--- config.mk ---
export PLATFORM = sky130hd
export DESIGN_NAME = epps_sequencer
export DESIGN_NICKNAME = d
export VERILOG_FILES = /design/src/epps_pkg.sv /design/src/epps_sequencer.sv
export VERILOG_INCLUDE_DIRS = /design/src
export SDC_FILE = /design/constraint.sdc
export NUM_CORES = 1
export LEC_CHECK = 0
export BUFFER_PORTS_ARGS = -buffer_cell sky130_fd_sc_hd__clkbuf_2
export CAP_MARGIN = 25
export CORE_MARGIN = 2
export CORE_UTILIZATION = 45
export CTS_CLUSTER_DIAMETER = 50
export DETAILED_ROUTE_END_ITERATION = 8
export GPL_TIMING_DRIVEN = 0
export PLACE_DENSITY = 0.74
export RECOVER_POWER = 100
export SYNTH_ARGS = -nofsm -noshare
export SYNTH_HDL_FRONTEND = slang
export SYNTH_SLANG_ARGS = --single-unit
--- constraint.sdc ---
create_clock -name clk_i -period 2.35 [get_ports clk_i]
set_input_delay 0.235 -clock clk_i [delete_from_list [all_inputs] [get_ports clk_i]]
set_output_delay 0.235 -clock clk_i [all_outputs]
set_load 0.01 [all_outputs]
--- src/epp_seq_map.svh ---
`ifndef EPP_SEQ_MAP_SVH
`define EPP_SEQ_MAP_SVH
// ==========================================================
// register offsets (word index, byte address = 4 * index)
`define EPPS_DATA_ADR    3'h0
`define EPPS_STAT_ADR    3'h1
`define EPPS_CTRL_ADR    3'h2
`define EPPS_EADDR_ADR   3'h3
`define EPPS_EDATA_ADR   3'h4
`define EPPS_MODE_ADR    3'h5
// ==========================================================
// fields
`define EPPS_STAT_TMOUT  0
`define EPPS_CTRL_STROBE 0
`define EPPS_CTRL_AUTOFD 1
`define EPPS_CTRL_INIT   2
`define EPPS_CTRL_SLCTIN 3
`define EPPS_CTRL_DIR    5
`define EPPS_MODE_V17    0
`define EPPS_MODE_PRST   1
// ==========================================================
// reset values
`define EPPS_CTRL_RST    6'h04
`define EPPS_MODE_RST    2'h0
// ==========================================================
// timing
`define EPPS_CLK_MHZ     250
`define EPPS_TMOUT_US    10
`define EPPS_TMOUT_CYC   (`EPPS_TMOUT_US * `EPPS_CLK_MHZ)
`endif

--- src/epps_pkg.sv ---
`default_nettype none
package epps_pkg;
  typedef enum logic [4:0] {
    EPPS_IDLE = 5'h01,
    EPPS_PREP = 5'h02,
    EPPS_STRB = 5'h04,
    EPPS_TERM = 5'h08,
    EPPS_DONE = 5'h10
  } epps_state_type;
endpackage
`default_nettype wire

--- src/epps_sequencer.sv ---
`timescale 1ns/100ps
`default_nettype none
`include "epp_seq_map.svh"
module epps_sequencer
  import epps_pkg::*;
#(
  parameter int TMOUT_CYC = `EPPS_TMOUT_CYC
)(
  input  wire logic        clk_i,
  input  wire logic        rst_i,
  input  wire logic        wb_cyc_i,
  input  wire logic        wb_stb_i,
  input  wire logic        wb_we_i,
  input  wire logic [4:0]  wb_adr_i,
  input  wire logic [3:0]  wb_sel_i,
  input  wire logic [31:0] wb_dat_i,
  output logic      [31:0] wb_dat_o,
  output logic             wb_ack_o,
  output logic             iochrdy_o,
  input  wire logic [7:0]  port_data_bus_i,
  output logic      [7:0]  port_data_bus_o,
  output logic             port_data_bus_oe_o,
  output logic             port_direction_out_o,
  output logic             write_n_o,
  output logic             data_strobe_n_o,
  output logic             addr_strobe_n_o,
  output logic             strobe_n_o,
  output logic             autofd_n_o,
  output logic             init_n_o,
  output logic             slctin_n_o,
  input  wire logic        wait_n_i,
  input  wire logic        intr_i,
  output logic             intr_o,
  output logic             periph_reset_n_o
);
  // ==========================================================
  // bus decode
  logic        req;
  logic [2:0]  idx;
  logic        epp_hit;
  assign req = wb_cyc_i & wb_stb_i & ~wb_ack_o;
  assign idx = wb_adr_i[4:2];
  assign epp_hit = (idx == `EPPS_EADDR_ADR) | (idx == `EPPS_EDATA_ADR);

  logic [5:0]  ctrl;
  logic [7:0]  dreg;
  logic [1:0]  mode;
  logic        tmout;
  logic [7:0]  rd_byte;
  logic [7:0]  wr_byte;
  logic        is_rd;
  logic        is_addr;
  logic        v17;
  logic        active;
  logic        done_pulse;
  logic        abort;
  epps_state_type state;
  epps_state_type next_state;
  logic [$clog2(TMOUT_CYC+1)-1:0] tcnt;

  assign v17    = mode[`EPPS_MODE_V17];
  assign active = (state != EPPS_IDLE);

  // ==========================================================
  // software registers
  always_ff @(posedge clk_i)
  begin
    if (rst_i)
    begin
      ctrl <= `EPPS_CTRL_RST;
      dreg <= 8'h00;
      mode <= `EPPS_MODE_RST;
    end
    else if (req & wb_we_i & wb_sel_i[0] & ~epp_hit)
    begin
      unique case (idx)
        `EPPS_DATA_ADR: dreg <= wb_dat_i[7:0];
        `EPPS_CTRL_ADR: ctrl <= wb_dat_i[5:0];
        `EPPS_MODE_ADR: mode <= wb_dat_i[1:0];
        default:        ;
      endcase
    end
  end

  // timeout flag: set wins over write-one-to-clear
  always_ff @(posedge clk_i)
  begin
    if (rst_i)
      tmout <= 1'b0;
    else if (abort)
      tmout <= 1'b1;
    else if (req & wb_we_i & wb_sel_i[0] & (idx == `EPPS_STAT_ADR)
             & wb_dat_i[`EPPS_STAT_TMOUT])
      tmout <= 1'b0;
  end

  // ==========================================================
  // cycle sequencer
  // the host bus request itself stands for nIOR/nIOW; ack is its release
  always_comb
  begin
    next_state = state;
    done_pulse = 1'b0;
    unique case (state)
      EPPS_IDLE:
        if (req & epp_hit)
          next_state = v17 ? EPPS_STRB : EPPS_PREP;
      EPPS_PREP:
        if (abort)
          next_state = EPPS_DONE;
        else if (~wait_n_i)
          next_state = EPPS_STRB;
      EPPS_STRB:
        if (abort)
          next_state = EPPS_DONE;
        else if (wait_n_i)
          next_state = v17 ? EPPS_DONE : EPPS_TERM;
      EPPS_TERM:
        next_state = EPPS_DONE;
      EPPS_DONE:
      begin
        done_pulse = 1'b1;
        next_state = EPPS_IDLE;
      end
    endcase
  end

  always_ff @(posedge clk_i)
  begin
    if (rst_i)
      state <= EPPS_IDLE;
    else
      state <= next_state;
  end

  always_ff @(posedge clk_i)
  begin
    if (rst_i)
    begin
      is_rd   <= 1'b0;
      is_addr <= 1'b0;
      wr_byte <= 8'h00;
    end
    else if (state == EPPS_IDLE && req && epp_hit)
    begin
      // with the direction bit set a write degrades to a read
      is_rd   <= ~wb_we_i | ctrl[`EPPS_CTRL_DIR];
      is_addr <= (idx == `EPPS_EADDR_ADR);
      wr_byte <= wb_dat_i[7:0];
    end
  end

  // ==========================================================
  // watchdog: cleared at each cycle start, counts host clock
  assign abort = active && (state != EPPS_DONE) && (tcnt >= TMOUT_CYC);
  always_ff @(posedge clk_i)
  begin
    if (rst_i || state == EPPS_IDLE)
      tcnt <= '0;
    else if (tcnt < TMOUT_CYC)
      tcnt <= tcnt + 1'b1;
  end

  // ==========================================================
  // read capture and bus answer
  always_ff @(posedge clk_i)
  begin
    if (rst_i)
      rd_byte <= 8'h00;
    else if ((state == EPPS_STRB) && wait_n_i && is_rd)
      rd_byte <= port_data_bus_i;
  end

  always_ff @(posedge clk_i)
  begin
    if (rst_i)
    begin
      wb_ack_o <= 1'b0;
      wb_dat_o <= 32'h0000_0000;
    end
    else
    begin
      wb_ack_o <= (req & ~epp_hit) | done_pulse;
      wb_dat_o <= 32'h0000_0000;
      if (done_pulse)
        wb_dat_o <= {24'h000000, rd_byte};
      else if (req & ~epp_hit)
      begin
        unique case (idx)
          `EPPS_DATA_ADR: wb_dat_o <= {24'h000000, dreg};
          `EPPS_STAT_ADR: wb_dat_o <= {27'h0, ~intr_i, 3'h0, tmout};
          `EPPS_CTRL_ADR: wb_dat_o <= {26'h0, ctrl};
          `EPPS_MODE_ADR: wb_dat_o <= {30'h0, mode};
          default:        wb_dat_o <= 32'h0000_0000;
        endcase
      end
    end
  end

  // ==========================================================
  // port pins, all registered
  logic strb_on;
  assign strb_on = (state == EPPS_STRB);
  always_ff @(posedge clk_i)
  begin
    if (rst_i)
    begin
      iochrdy_o            <= 1'b1;
      port_data_bus_o      <= 8'h00;
      port_data_bus_oe_o   <= 1'b1;
      port_direction_out_o <= 1'b0;
      write_n_o            <= 1'b1;
      data_strobe_n_o      <= 1'b1;
      addr_strobe_n_o      <= 1'b1;
      strobe_n_o           <= 1'b1;
      autofd_n_o           <= 1'b1;
      init_n_o             <= 1'b0;
      slctin_n_o           <= 1'b1;
      intr_o               <= 1'b0;
      periph_reset_n_o     <= 1'b0;
    end
    else
    begin
      // 1.9 holds ready low all cycle, 1.7 only while wait is low
      iochrdy_o <= v17 ? ~(active & ~wait_n_i & (state != EPPS_DONE))
                       : ~((next_state != EPPS_IDLE)
                           & (next_state != EPPS_DONE));
      data_strobe_n_o <= ~(strb_on & ~is_addr & ~abort &
                           ~(wait_n_i & ~v17));
      addr_strobe_n_o <= ~(strb_on & is_addr & ~abort &
                           ~(wait_n_i & ~v17));
      if (active && state != EPPS_DONE)
      begin
        port_data_bus_o      <= is_rd ? port_data_bus_o : wr_byte;
        port_data_bus_oe_o   <= ~is_rd;
        port_direction_out_o <= is_rd;
        // control strobe bit may still force write (override)
        write_n_o <= is_rd & ~ctrl[`EPPS_CTRL_STROBE];
      end
      else
      begin
        port_data_bus_o      <= (state == EPPS_DONE && !is_rd) ? wr_byte
                                : dreg;
        port_data_bus_oe_o   <= ~ctrl[`EPPS_CTRL_DIR];
        port_direction_out_o <= ctrl[`EPPS_CTRL_DIR];
        write_n_o            <= ctrl[`EPPS_CTRL_DIR];
      end
      strobe_n_o       <= ~ctrl[`EPPS_CTRL_STROBE];
      autofd_n_o       <= ~ctrl[`EPPS_CTRL_AUTOFD];
      init_n_o         <= ctrl[`EPPS_CTRL_INIT];
      slctin_n_o       <= ~ctrl[`EPPS_CTRL_SLCTIN];
      intr_o           <= intr_i;
      periph_reset_n_o <= ~mode[`EPPS_MODE_PRST];
    end
  end

  // ==========================================================
  // checks
  property p_abort_flags;
    @(posedge clk_i) disable iff (rst_i)
    abort |=> tmout;
  endproperty
  a_abort_flags: assert property (p_abort_flags)
    else $error("timeout not flagged");

  property p_prep_wait;
    @(posedge clk_i) disable iff (rst_i)
    (state == EPPS_PREP && wait_n_i && !abort) |=> state == EPPS_PREP;
  endproperty
  a_prep_wait: assert property (p_prep_wait)
    else $error("strobe before wait low");

  property p_rdy19;
    @(posedge clk_i) disable iff (rst_i)
    (!v17 && state == EPPS_STRB && !wait_n_i && !abort) |=> !iochrdy_o;
  endproperty
  a_rdy19: assert property (p_rdy19)
    else $error("ready released early");

  property p_rd_cap;
    @(posedge clk_i) disable iff (rst_i)
    (state == EPPS_STRB && wait_n_i && is_rd && !abort)
      |=> rd_byte == $past(port_data_bus_i);
  endproperty
  a_rd_cap: assert property (p_rd_cap)
    else $error("read byte not captured");

  property p_dir_rd;
    @(posedge clk_i) disable iff (rst_i)
    (state == EPPS_STRB && is_rd) |=> port_direction_out_o;
  endproperty
  a_dir_rd: assert property (p_dir_rd)
    else $error("direction low during read");

  property p_wr_drive;
    @(posedge clk_i) disable iff (rst_i)
    (state == EPPS_STRB && !is_rd)
      |=> port_data_bus_oe_o && port_data_bus_o == $past(wr_byte);
  endproperty
  a_wr_drive: assert property (p_wr_drive)
    else $error("write byte not driven");

  property p_cnt_clr;
    @(posedge clk_i) disable iff (rst_i)
    state == EPPS_IDLE |=> tcnt == 0;
  endproperty
  a_cnt_clr: assert property (p_cnt_clr)
    else $error("watchdog not cleared");

  property p_intr;
    @(posedge clk_i) disable iff (rst_i)
    !$past(rst_i) |-> intr_o == $past(intr_i);
  endproperty
  a_intr: assert property (p_intr)
    else $error("interrupt not passed");

  property p_rdy_start;
    @(posedge clk_i) disable iff (rst_i)
    (!v17 && state == EPPS_IDLE && req && epp_hit) |=> !iochrdy_o;
  endproperty
  a_rdy_start: assert property (p_rdy_start)
    else $error("ready not pulled at cycle start");

  property p_hold_strb;
    @(posedge clk_i) disable iff (rst_i)
    (!v17 && state == EPPS_STRB && !wait_n_i && !abort)
      |=> state == EPPS_STRB;
  endproperty
  a_hold_strb: assert property (p_hold_strb)
    else $error("cycle ended while wait low");

  property p_term19;
    @(posedge clk_i) disable iff (rst_i)
    (!v17 && state == EPPS_STRB && wait_n_i && !abort)
      |=> data_strobe_n_o && addr_strobe_n_o && state == EPPS_TERM;
  endproperty
  a_term19: assert property (p_term19)
    else $error("strobe not dropped at termination");

  property p_rd_float;
    @(posedge clk_i) disable iff (rst_i)
    (state == EPPS_STRB && is_rd && !ctrl[`EPPS_CTRL_STROBE])
      |=> !port_data_bus_oe_o && write_n_o;
  endproperty
  a_rd_float: assert property (p_rd_float)
    else $error("bus driven during read");

  property p_rdy17;
    @(posedge clk_i) disable iff (rst_i)
    (v17 && state == EPPS_STRB) |=> iochrdy_o == $past(wait_n_i);
  endproperty
  a_rdy17: assert property (p_rdy17)
    else $error("ready not following wait");

  property p_strb_end;
    @(posedge clk_i) disable iff (rst_i)
    state == EPPS_DONE |=> data_strobe_n_o && addr_strobe_n_o;
  endproperty
  a_strb_end: assert property (p_strb_end)
    else $error("strobe held past cycle end");

  property p_wr_ovr;
    @(posedge clk_i) disable iff (rst_i)
    (state == EPPS_STRB && ctrl[`EPPS_CTRL_STROBE]) |=> !write_n_o;
  endproperty
  a_wr_ovr: assert property (p_wr_ovr)
    else $error("write line not overridden");

  property p_idle_pins;
    @(posedge clk_i) disable iff (rst_i)
    state == EPPS_IDLE
      |=> port_direction_out_o == $past(ctrl[`EPPS_CTRL_DIR])
          && strobe_n_o == !$past(ctrl[`EPPS_CTRL_STROBE]);
  endproperty
  a_idle_pins: assert property (p_idle_pins)
    else $error("idle pins not from control");

  property p_prst;
    @(posedge clk_i) disable iff (rst_i)
    !$past(rst_i) |-> periph_reset_n_o == !$past(mode[`EPPS_MODE_PRST]);
  endproperty
  a_prst: assert property (p_prst)
    else $error("peripheral reset not from mode");
endmodule // epps_sequencer
`default_nettype wire

Yosys cells after proc, flatten, opt, wreduce, memory -nomap -nowiden. Cells that the tools add are included. W data, S select, Z words.

Register bits: 105. Input bits: 56. Output and inout port bits: 53. Word-level logic and storage cells: 123.

Add/sub/neg operators: 1. Order comparisons: 2. Eq/ne operators: 15. Mux-type cells: 21. Bitwise gates (word level): 43. Reduce and logical (&&, ||, !) cells: 15.

Operators by type and width (count): $mux W8 (5); $pmux W8 S4 (1); $mux W5 (6); $pmux W5 S5 (1); $and A1 B1 Y1 (20); $not A1 Y1 (20); $add A12 B1 Y12 const B (1); $ge A12 B12 Y1 const B (1); $lt A12 B12 Y1 const B (1); $ne A5 B1 Y1 const B (2); $ne A5 B5 Y1 const B (2); $logic_and A1 B1 Y1 (7); $mux W1 (7); $eq A3 B2 Y1 const B (2); $eq A3 B3 Y1 const B (2); $reduce_and A2 Y1 (3); $eq A5 B1 Y1 const B (1); $eq A5 B2 Y1 const B (1); $eq A5 B3 Y1 const B (1); $eq A5 B4 Y1 const B (1); $eq A5 B5 Y1 const B (1); $eq A3 B1 Y1 const B (1); $logic_not A3 Y1 (1); $mux W3 (1); other kinds (6) (8).

Longest topological paths before layout. Gate-level depths: netlist (run 1).

Word-level depth: 9. Gate-level depth with buffers: 8. Gate-level depth less buffers: 5.

Worst setup path before layout (run 1). No wires, ideal clock.

Path kind: register -> register. From: register state[1]. To: register rd_byte[0]. Library setup time: 0.128 ns. Arrival time: 1.572 ns. Required time: 2.222 ns. Slack: 0.651 ns. Cell stages (with the launch flop): 8. Buffers on the path: 2. Clock period less this slack: 1.699 ns. Path through: dfxtp_1 > buf_6 > or3_1 > nor3b_1 > and3_1 > buf_6 > mux2i_1 > nor2_1.

Cells in the longest elaborated chain, start to end: 3.

Ends and longest elaborated chain: from (decl) (line epps_sequencer.sv:57) `epps_state_type state;`; from (signal assigned) (line epps_sequencer.sv:133) `state <= next_state;`; $eq A5 B3 Y1 (line epps_sequencer.sv:170) `else if ((state == EPPS_STRB) && wait_n_i && is_rd)`; $logic_and A1 B1 Y1 (2 in a row) (line epps_sequencer.sv:170); to (signal assigned) (line epps_sequencer.sv:171) `rd_byte <= port_data_bus_i;`; to (decl) (line epps_sequencer.sv:49) `logic [7:0] rd_byte;`.

No other way between the ends. A chain may end at the register's enable or synchronous reset.

Worst setup path after layout (run 1).
From: register wb_ack_o. To: register dreg[0].

Cells in the longest elaborated chain, start to end: 6.

Ends and longest elaborated chain: from (decl) (line epps_sequencer.sv:18) `output logic wb_ack_o,`; from (signal assigned) (line epps_sequencer.sv:183) `wb_ack_o <= (req & ~epp_hit) | done_pulse;`; $not A1 Y1 (line epps_sequencer.sv:41) `assign req = wb_cyc_i & wb_stb_i & ~wb_ack_o;`; $and A1 B1 Y1 (line epps_sequencer.sv:41); $and A1 B1 Y1 (3 in a row) (line epps_sequencer.sv:74) `else if (req & wb_we_i & wb_sel_i[0] & ~epp_hit)`; $reduce_and A2 Y1 (no line); to (signal assigned) (line epps_sequencer.sv:77) `` `EPPS_DATA_ADR: dreg <= wb_dat_i[7:0]; ``; to (decl) (line epps_sequencer.sv:46) `logic [7:0] dreg;`.

No other way between the ends.

==> metrics.cfg, run 1 <==
[timing]
maxSlewViolCount=0
max_slew_margin_pct=58.45
holdWs_ns=0.1263
worstMarginPinSlew_ns=0.6175
fmax_ghz=0.4963
fin_crit_ns=2.015
layout_setup_ws_ns=0.3350
rsz0062_at_grt=false
setup_tns_ns=0
hold_violations=0
setup_violations=0
min_period_over_period_pct=85.75
skew_ns=0.01039

[pwr]
p_comb_share_pct=9.1
design_power_total_w=0.002844
p_per_area_mw_per_mm2=647.2
p_leak_nw=1.774
p_seq_share_pct=49.3
pwr-share-clk_pct=41.7
internal_power_w=0.002159
switching_share_pct=24.08
p_sw_w=0.0006848
ir_worst_vdd_mv=0.3775

[floorplanning]
die_width_um=95.36
die_y_um=95.36
io_pins=109
die-area_mm2=0.009094
num_rows=33
core-area_mm2=0.008134
start_util_pct=46.18

[grt]
grt_max_degree=15
grt-ovfl-total=0
grt_pass1_wl_mm=13.79
grt_pass1_vias=2949
track_usage_pct=19.79
antenna_found_initial=0

[cells_and_area]
utilization_pct=54.02
nets=551
area_growth_syn_to_layout_pct=16.99
drive_gt1_share_pct=17.07
antenna_cells=0
fill_cells=779

[worst_setup_path]
startpoint_type=register
rr_startpoint=wb_ack_o
r2r_slack_ns=0.33
crit_required_ns=2.58
endpoint_kind=register
reg2reg_to=dreg[0]
reg2reg_depth=6
arrival_ns=2.25
cp_max_fo=8
crit_type=reg -> reg

[hold_path]
min_from=port_data_bus_i[1]
min_path_cells=3
min_path_type=in -> reg
whs_endpoint=rd_byte[1]

[drt]
dr.first_iter.drc_count=127
met2_length_mm=4.301
wl_met3_um=407
finalWirelength_mm=8.631
ant_nets=0
highest_layer=met4
route.layer.met1.wl_mm=3.709
dr.pass1.iters=4
viasPerCell=5.118
dr_total_vias=3086
wl_per_cell_um=14.31
drc=0

[yosys]
synth_most_common_cell=dfxtp_1
synth-edff-count=0
synth_area_leaders=dfxtp_1, mux2i_1, nor2_1
ys.flop_type=dfxtp_1
synth_common_cells=dfxtp_1, nor2_1, mux2i_1
ys_async_sr_fraction_pct=0
yosysSeqAreaShare_pct=43.17
synth_seq_cells=81
syn_inst=406
avgSynthCellArea_um2=9.251
synth_top_area_cell=dfxtp_1
syn_area_mm2=0.003756
ys_types=53
synth_top_area_share_pct=43.17
yosysWarningCount=0

[placed_design]
place_congestion=0.8575
dp_slack_ns=0.4574
dp_hpwl_mm=6.470
port_buffers=53

[cts]
clockBufferDepth=2
cts_buffers=9
cts_setup_buffers=0
cts-hold-fix-buffers=0
cts_tree=built
numClockSinks=81
cts.clk_slew.worst_paths_ns=0.08
clock_latency_ns=0.36
htree_levels=3
clock-root-buffer=clkbuf_8
ctsResizeCount=0

[flow_run]
max_cap_viol_count=0

[run_status]
status=completed

worst max-delay path, cell delays in order, from the launching register on:
cell and delay, ns:
dfxtp_1 0.32, and3b_1 0.36, nand3_1 0.23, nor2b_1 0.17
clkbuf_1 0.49, mux2i_1 0.25, nor2_1 0.06
registers in the layout (all words and copies together) (netlist names), 2 cells and up:
register         cells
rd_byte              8
wr_byte              8
tcnt                12
port_data_bus_o      8
dreg                 8
state                5
mode                 2
ctrl                 6
wb_dat_o             8
cells by family after synthesis:
family,share of synthesized area [%]
and+or+nand+nor,20.12
DFF,43.17
AOI/OAI and AO/OA,12.26
buffers and inverters,9.260
muxes,12.09
xor gates and xnor gates,2.332
adders and majority gates,0.6661
other,0.09984
layer usage:
layer | global-route usage [%] | up-vias
met5 | 0 | -
met4 | 8.816 | 0
met3 | 4.111 | 21
met2 | 34.45 | 82
met1 | 23.36 | 1452
li1 | - | 1531
cells in the final DEF, fill, tap and decap left out, types with 3 or more instances in the layout:
cell type	count
nor3_1	9
dfxtp_1	81
o21ai_0	14
nand4_1	7
buf_6	5
and3_1	4
nand2_1	26
clkbuf_8	11
or3_1	6
clkbuf_1	40
mux2i_1	42
a22oi_1	4
nor2_1	58
buf_2	5
a21oi_1	17
nor3b_1	3
buf_4	25
inv_1	9
nand3_1	7
mux2_2	3
xnor2_1	7
a211oi_1	8
conb_1	24
nor2b_1	8
clkbuf_2	24
nand2b_1	4
xor2_1	3
worst max path at each step:
| stage | end | depth (start not counted) | from |
|---|---|---|---|
| global route | wb_dat_o[5] | 7 | state[0] |
| detailed placement | rd_byte[4] | 7 | state[0] |
| floorplan | rd_byte[0] | 7 | state[1] |
| CTS | is_rd | 7 | state[3] |
| finish | dreg[0] | 6 | wb_ack_o |
| global placement | rd_byte[7] | 7 | state[0] |
power groups by stage:
stage	clock [W]	sequential [W]	combinational (W)
after floorplan	0	0.00144	0.000181
after global placement	0	0.00143	0.000258
after detailed placement	0	0.00143	0.000263
after CTS	0.00120	0.00140	0.000264
after global routing	0.00125	0.00140	0.000284
final	0.00119	0.00140	0.000258
final cells by class:
cell class | instances | area, um2 | area share, %
Multi-Input combinational cell | 293 | 1831 | 41.66
Sequential cell | 81 | 1622 | 36.90
Buffer | 46 | 310.3 | 7.062
Timing Repair Buffer | 53 | 229.0 | 5.211
Clock buffer | 11 | 151.4 | 3.445
Tap cell | 105 | 131.4 | 2.990
Clock inverter | 5 | 86.33 | 1.965
Inverter | 9 | 33.78 | 0.7688
stage by stage:
step                      cell area, um2  std cells
after floorplan                     3842        429
after global placement              4239        587
after detailed placement            4239        587
after CTS                           4477        603
after global routing                4394        603
final                               4394        603
Note: power is estimated with default switching activity, not from simulation.
==> run 2: changes to the inputs <==
--- a/config.mk
+++ b/config.mk
@@ -13,7 +13,7 @@
 export CTS_CLUSTER_DIAMETER = 50
 export DETAILED_ROUTE_END_ITERATION = 8
 export GPL_TIMING_DRIVEN = 0
-export PLACE_DENSITY = 0.74
+export PLACE_DENSITY = 0.77
 export RECOVER_POWER = 100
 export SYNTH_ARGS = -nofsm -noshare
 export SYNTH_HDL_FRONTEND = slang
==> constraint.sdc (replaced) <==
create_clock -name clk_i -period 1.7 [get_ports clk_i]
set_input_delay 0.17 -clock clk_i [delete_from_list [all_inputs] [get_ports clk_i]]
set_output_delay 0.17 -clock clk_i [all_outputs]
set_load 0.01 [all_outputs]
==> run 2 against run 1 <==
The run now ends with setup timing left. Sequential power is 39% higher. Sequential cell count unchanged. Clock skew is 0.0023 ns lower. Largest power group unchanged. Setup slack got worse by 0.39 ns. Combinational power up 57%. Highest routed layer unchanged.
==> metrics.cfg, run 2 (synthesis results as in run 1) <==
[pwr]
design_power_total_w=0.003653
p_per_area_mw_per_mm2=762.7
ir_worst_vdd_mv=0.7479
p_leak_nw=1.870

[timing]
setup_tns_ns=-0.1367
min_period_over_period_pct=103.1
hold_violations=0
rsz0062_at_grt=true
holdWs_ns=0.06032
setup_violations=8
max_slew_margin_pct=51.51
layout_setup_ws_ns=-0.05265
fin_crit_ns=1.753
worstMarginPinSlew_ns=0.7273
fmax_ghz=0.5706
maxSlewViolCount=0
skew_ns=0.008107

[floorplanning]
io_pins=109
die-area_mm2=0.009094
core-area_mm2=0.008134
num_rows=33
die_width_um=95.36
die_y_um=95.36
start_util_pct=46.18

[grt]
grt_pass1_vias=2871
antenna_found_initial=0
grt_pass1_wl_mm=14.03
grt-ovfl-total=0
track_usage_pct=19.77
grt_max_degree=13

[cts]
cts_buffers=9
cts-hold-fix-buffers=0
numClockSinks=81
clock_latency_ns=0.34
clockBufferDepth=2
htree_levels=3
cts_tree=built
clock-root-buffer=clkbuf_8
cts.clk_slew.worst_paths_ns=0.08

[drt]
dr.pass1.iters=4
route.layer.met1.wl_mm=3.948
dr_total_vias=3165
highest_layer=met4
drc=0
finalWirelength_mm=9.232
ant_nets=0
dr.first_iter.drc_count=146
wl_per_cell_um=15.01
wl_met3_um=432
met2_length_mm=4.637
viasPerCell=5.146

[cells_and_area]
stdcell_area_mm2=0.004790
antenna_cells=0
final_common_cell=dfxtp_1
top_register=tcnt
drive_gt1_share_pct=28.24
area_growth_syn_to_layout_pct=27.51
most-common-layout-cells=dfxtp_1, nor2_1, buf_4
largest_reg_flops=12
nets=564
utilization_pct=58.88

[worst_setup_path]
r2r_slack_ns=-0.05
rr_startpoint=state[0]
startpoint=state[0]
crit_type=reg -> reg
reg2reg_depth=5
arrival_ns=1.96
crit_end=rd_byte[7]
crit_required_ns=1.91
cp_max_fo=8
endpoint_kind=register
reg2reg_to=rd_byte[7]
startpoint_type=register

[run_status]
violations=setup timing
status=complete, but fails checks

[flow_run]
max_cap_viol_count=0

[placed_design]
place_area_mm2=0.004239
port_buffers=53
place_congestion=0.8735
dp_hpwl_mm=6.222

[hold_path]
min_path_type=in -> reg

==> run 2: cell count changes in the layout (fill, tap and decap cells not counted), moves of 7 or more <==
cell,before,now
buf_4,25,37
a211oi_1,8,1
dfxtp_1,81,74
a211oi_2,2,9
mux2i_1,42,35
==> run 2: power by group <==
part           total (W)  switching (W)  internal, W
Clock            0.00131       0.000665     0.000642
Sequential       0.00194      0.0000221      0.00192
Combinational   0.000405       0.000229     0.000175
==> run 2: worst min path at each step <==
stage	from	endpoint	slack [ns]	cells past startpoint
final	port_data_bus_i[3]	rd_byte[3]	0.06	3
after global placement	ctrl[3]	slctin_n_o	0.39	1
after floorplan	intr_i	intr_o	0.30	1
after global routing	intr_i	intr_o	0.07	2
after CTS	port_data_bus_i[3]	rd_byte[3]	0.05	3
after detailed placement	ctrl[3]	slctin_n_o	0.39	1
==> run 2: per-layer routing <==
layer / global-route usage (%) / vias up
met5: 0 / -
met4: 5.676 / 0
met3: 4.032 / 24
met2: 33.39 / 102
met1: 25.53 / 1474
li1: - / 1565
==> run 2: area by class of cell <==
class / instances / area [um2]
Clock inverter: 2 / 12.51
Fill cell: 706 / 3344
Timing Repair Buffer: 72 / 425.4
Clock buffer: 13 / 168.9
Tap cell: 105 / 131.4
Sequential cell: 81 / 1638
Inverter: 9 / 33.78
Buffer: 40 / 281.5
Multi-Input combinational cell: 293 / 2098
==> run 2: what timing repair did <==
item / CTS / global route
setup buffers: 6 / 12
gates cloned: 0 / 1
setup endpoints to repair: 63 / 44
resized for setup: 29 / 32
pin swaps: 7 / 18
hold endpoints to repair: 0 / 0
==> run 2: per-stage QoR <==
step	std cells	worst slack (ns)
2_1_floorplan	429	0.0007742
3_3_place_gp	587	-0.1883
3_5_place_dp	587	-0.2176
4_1_cts	602	-0.007847
5_1_grt	615	-0.1347
6_report	615	-0.05265
==> run 2: critical path, stage by stage, from the launching register on <==
cell and delay [ns]:
dfxtp_4 0.38, or3_4 0.40, nor3b_4 0.21, and3_4 0.33
mux2i_1 0.23, nor2_1 0.07
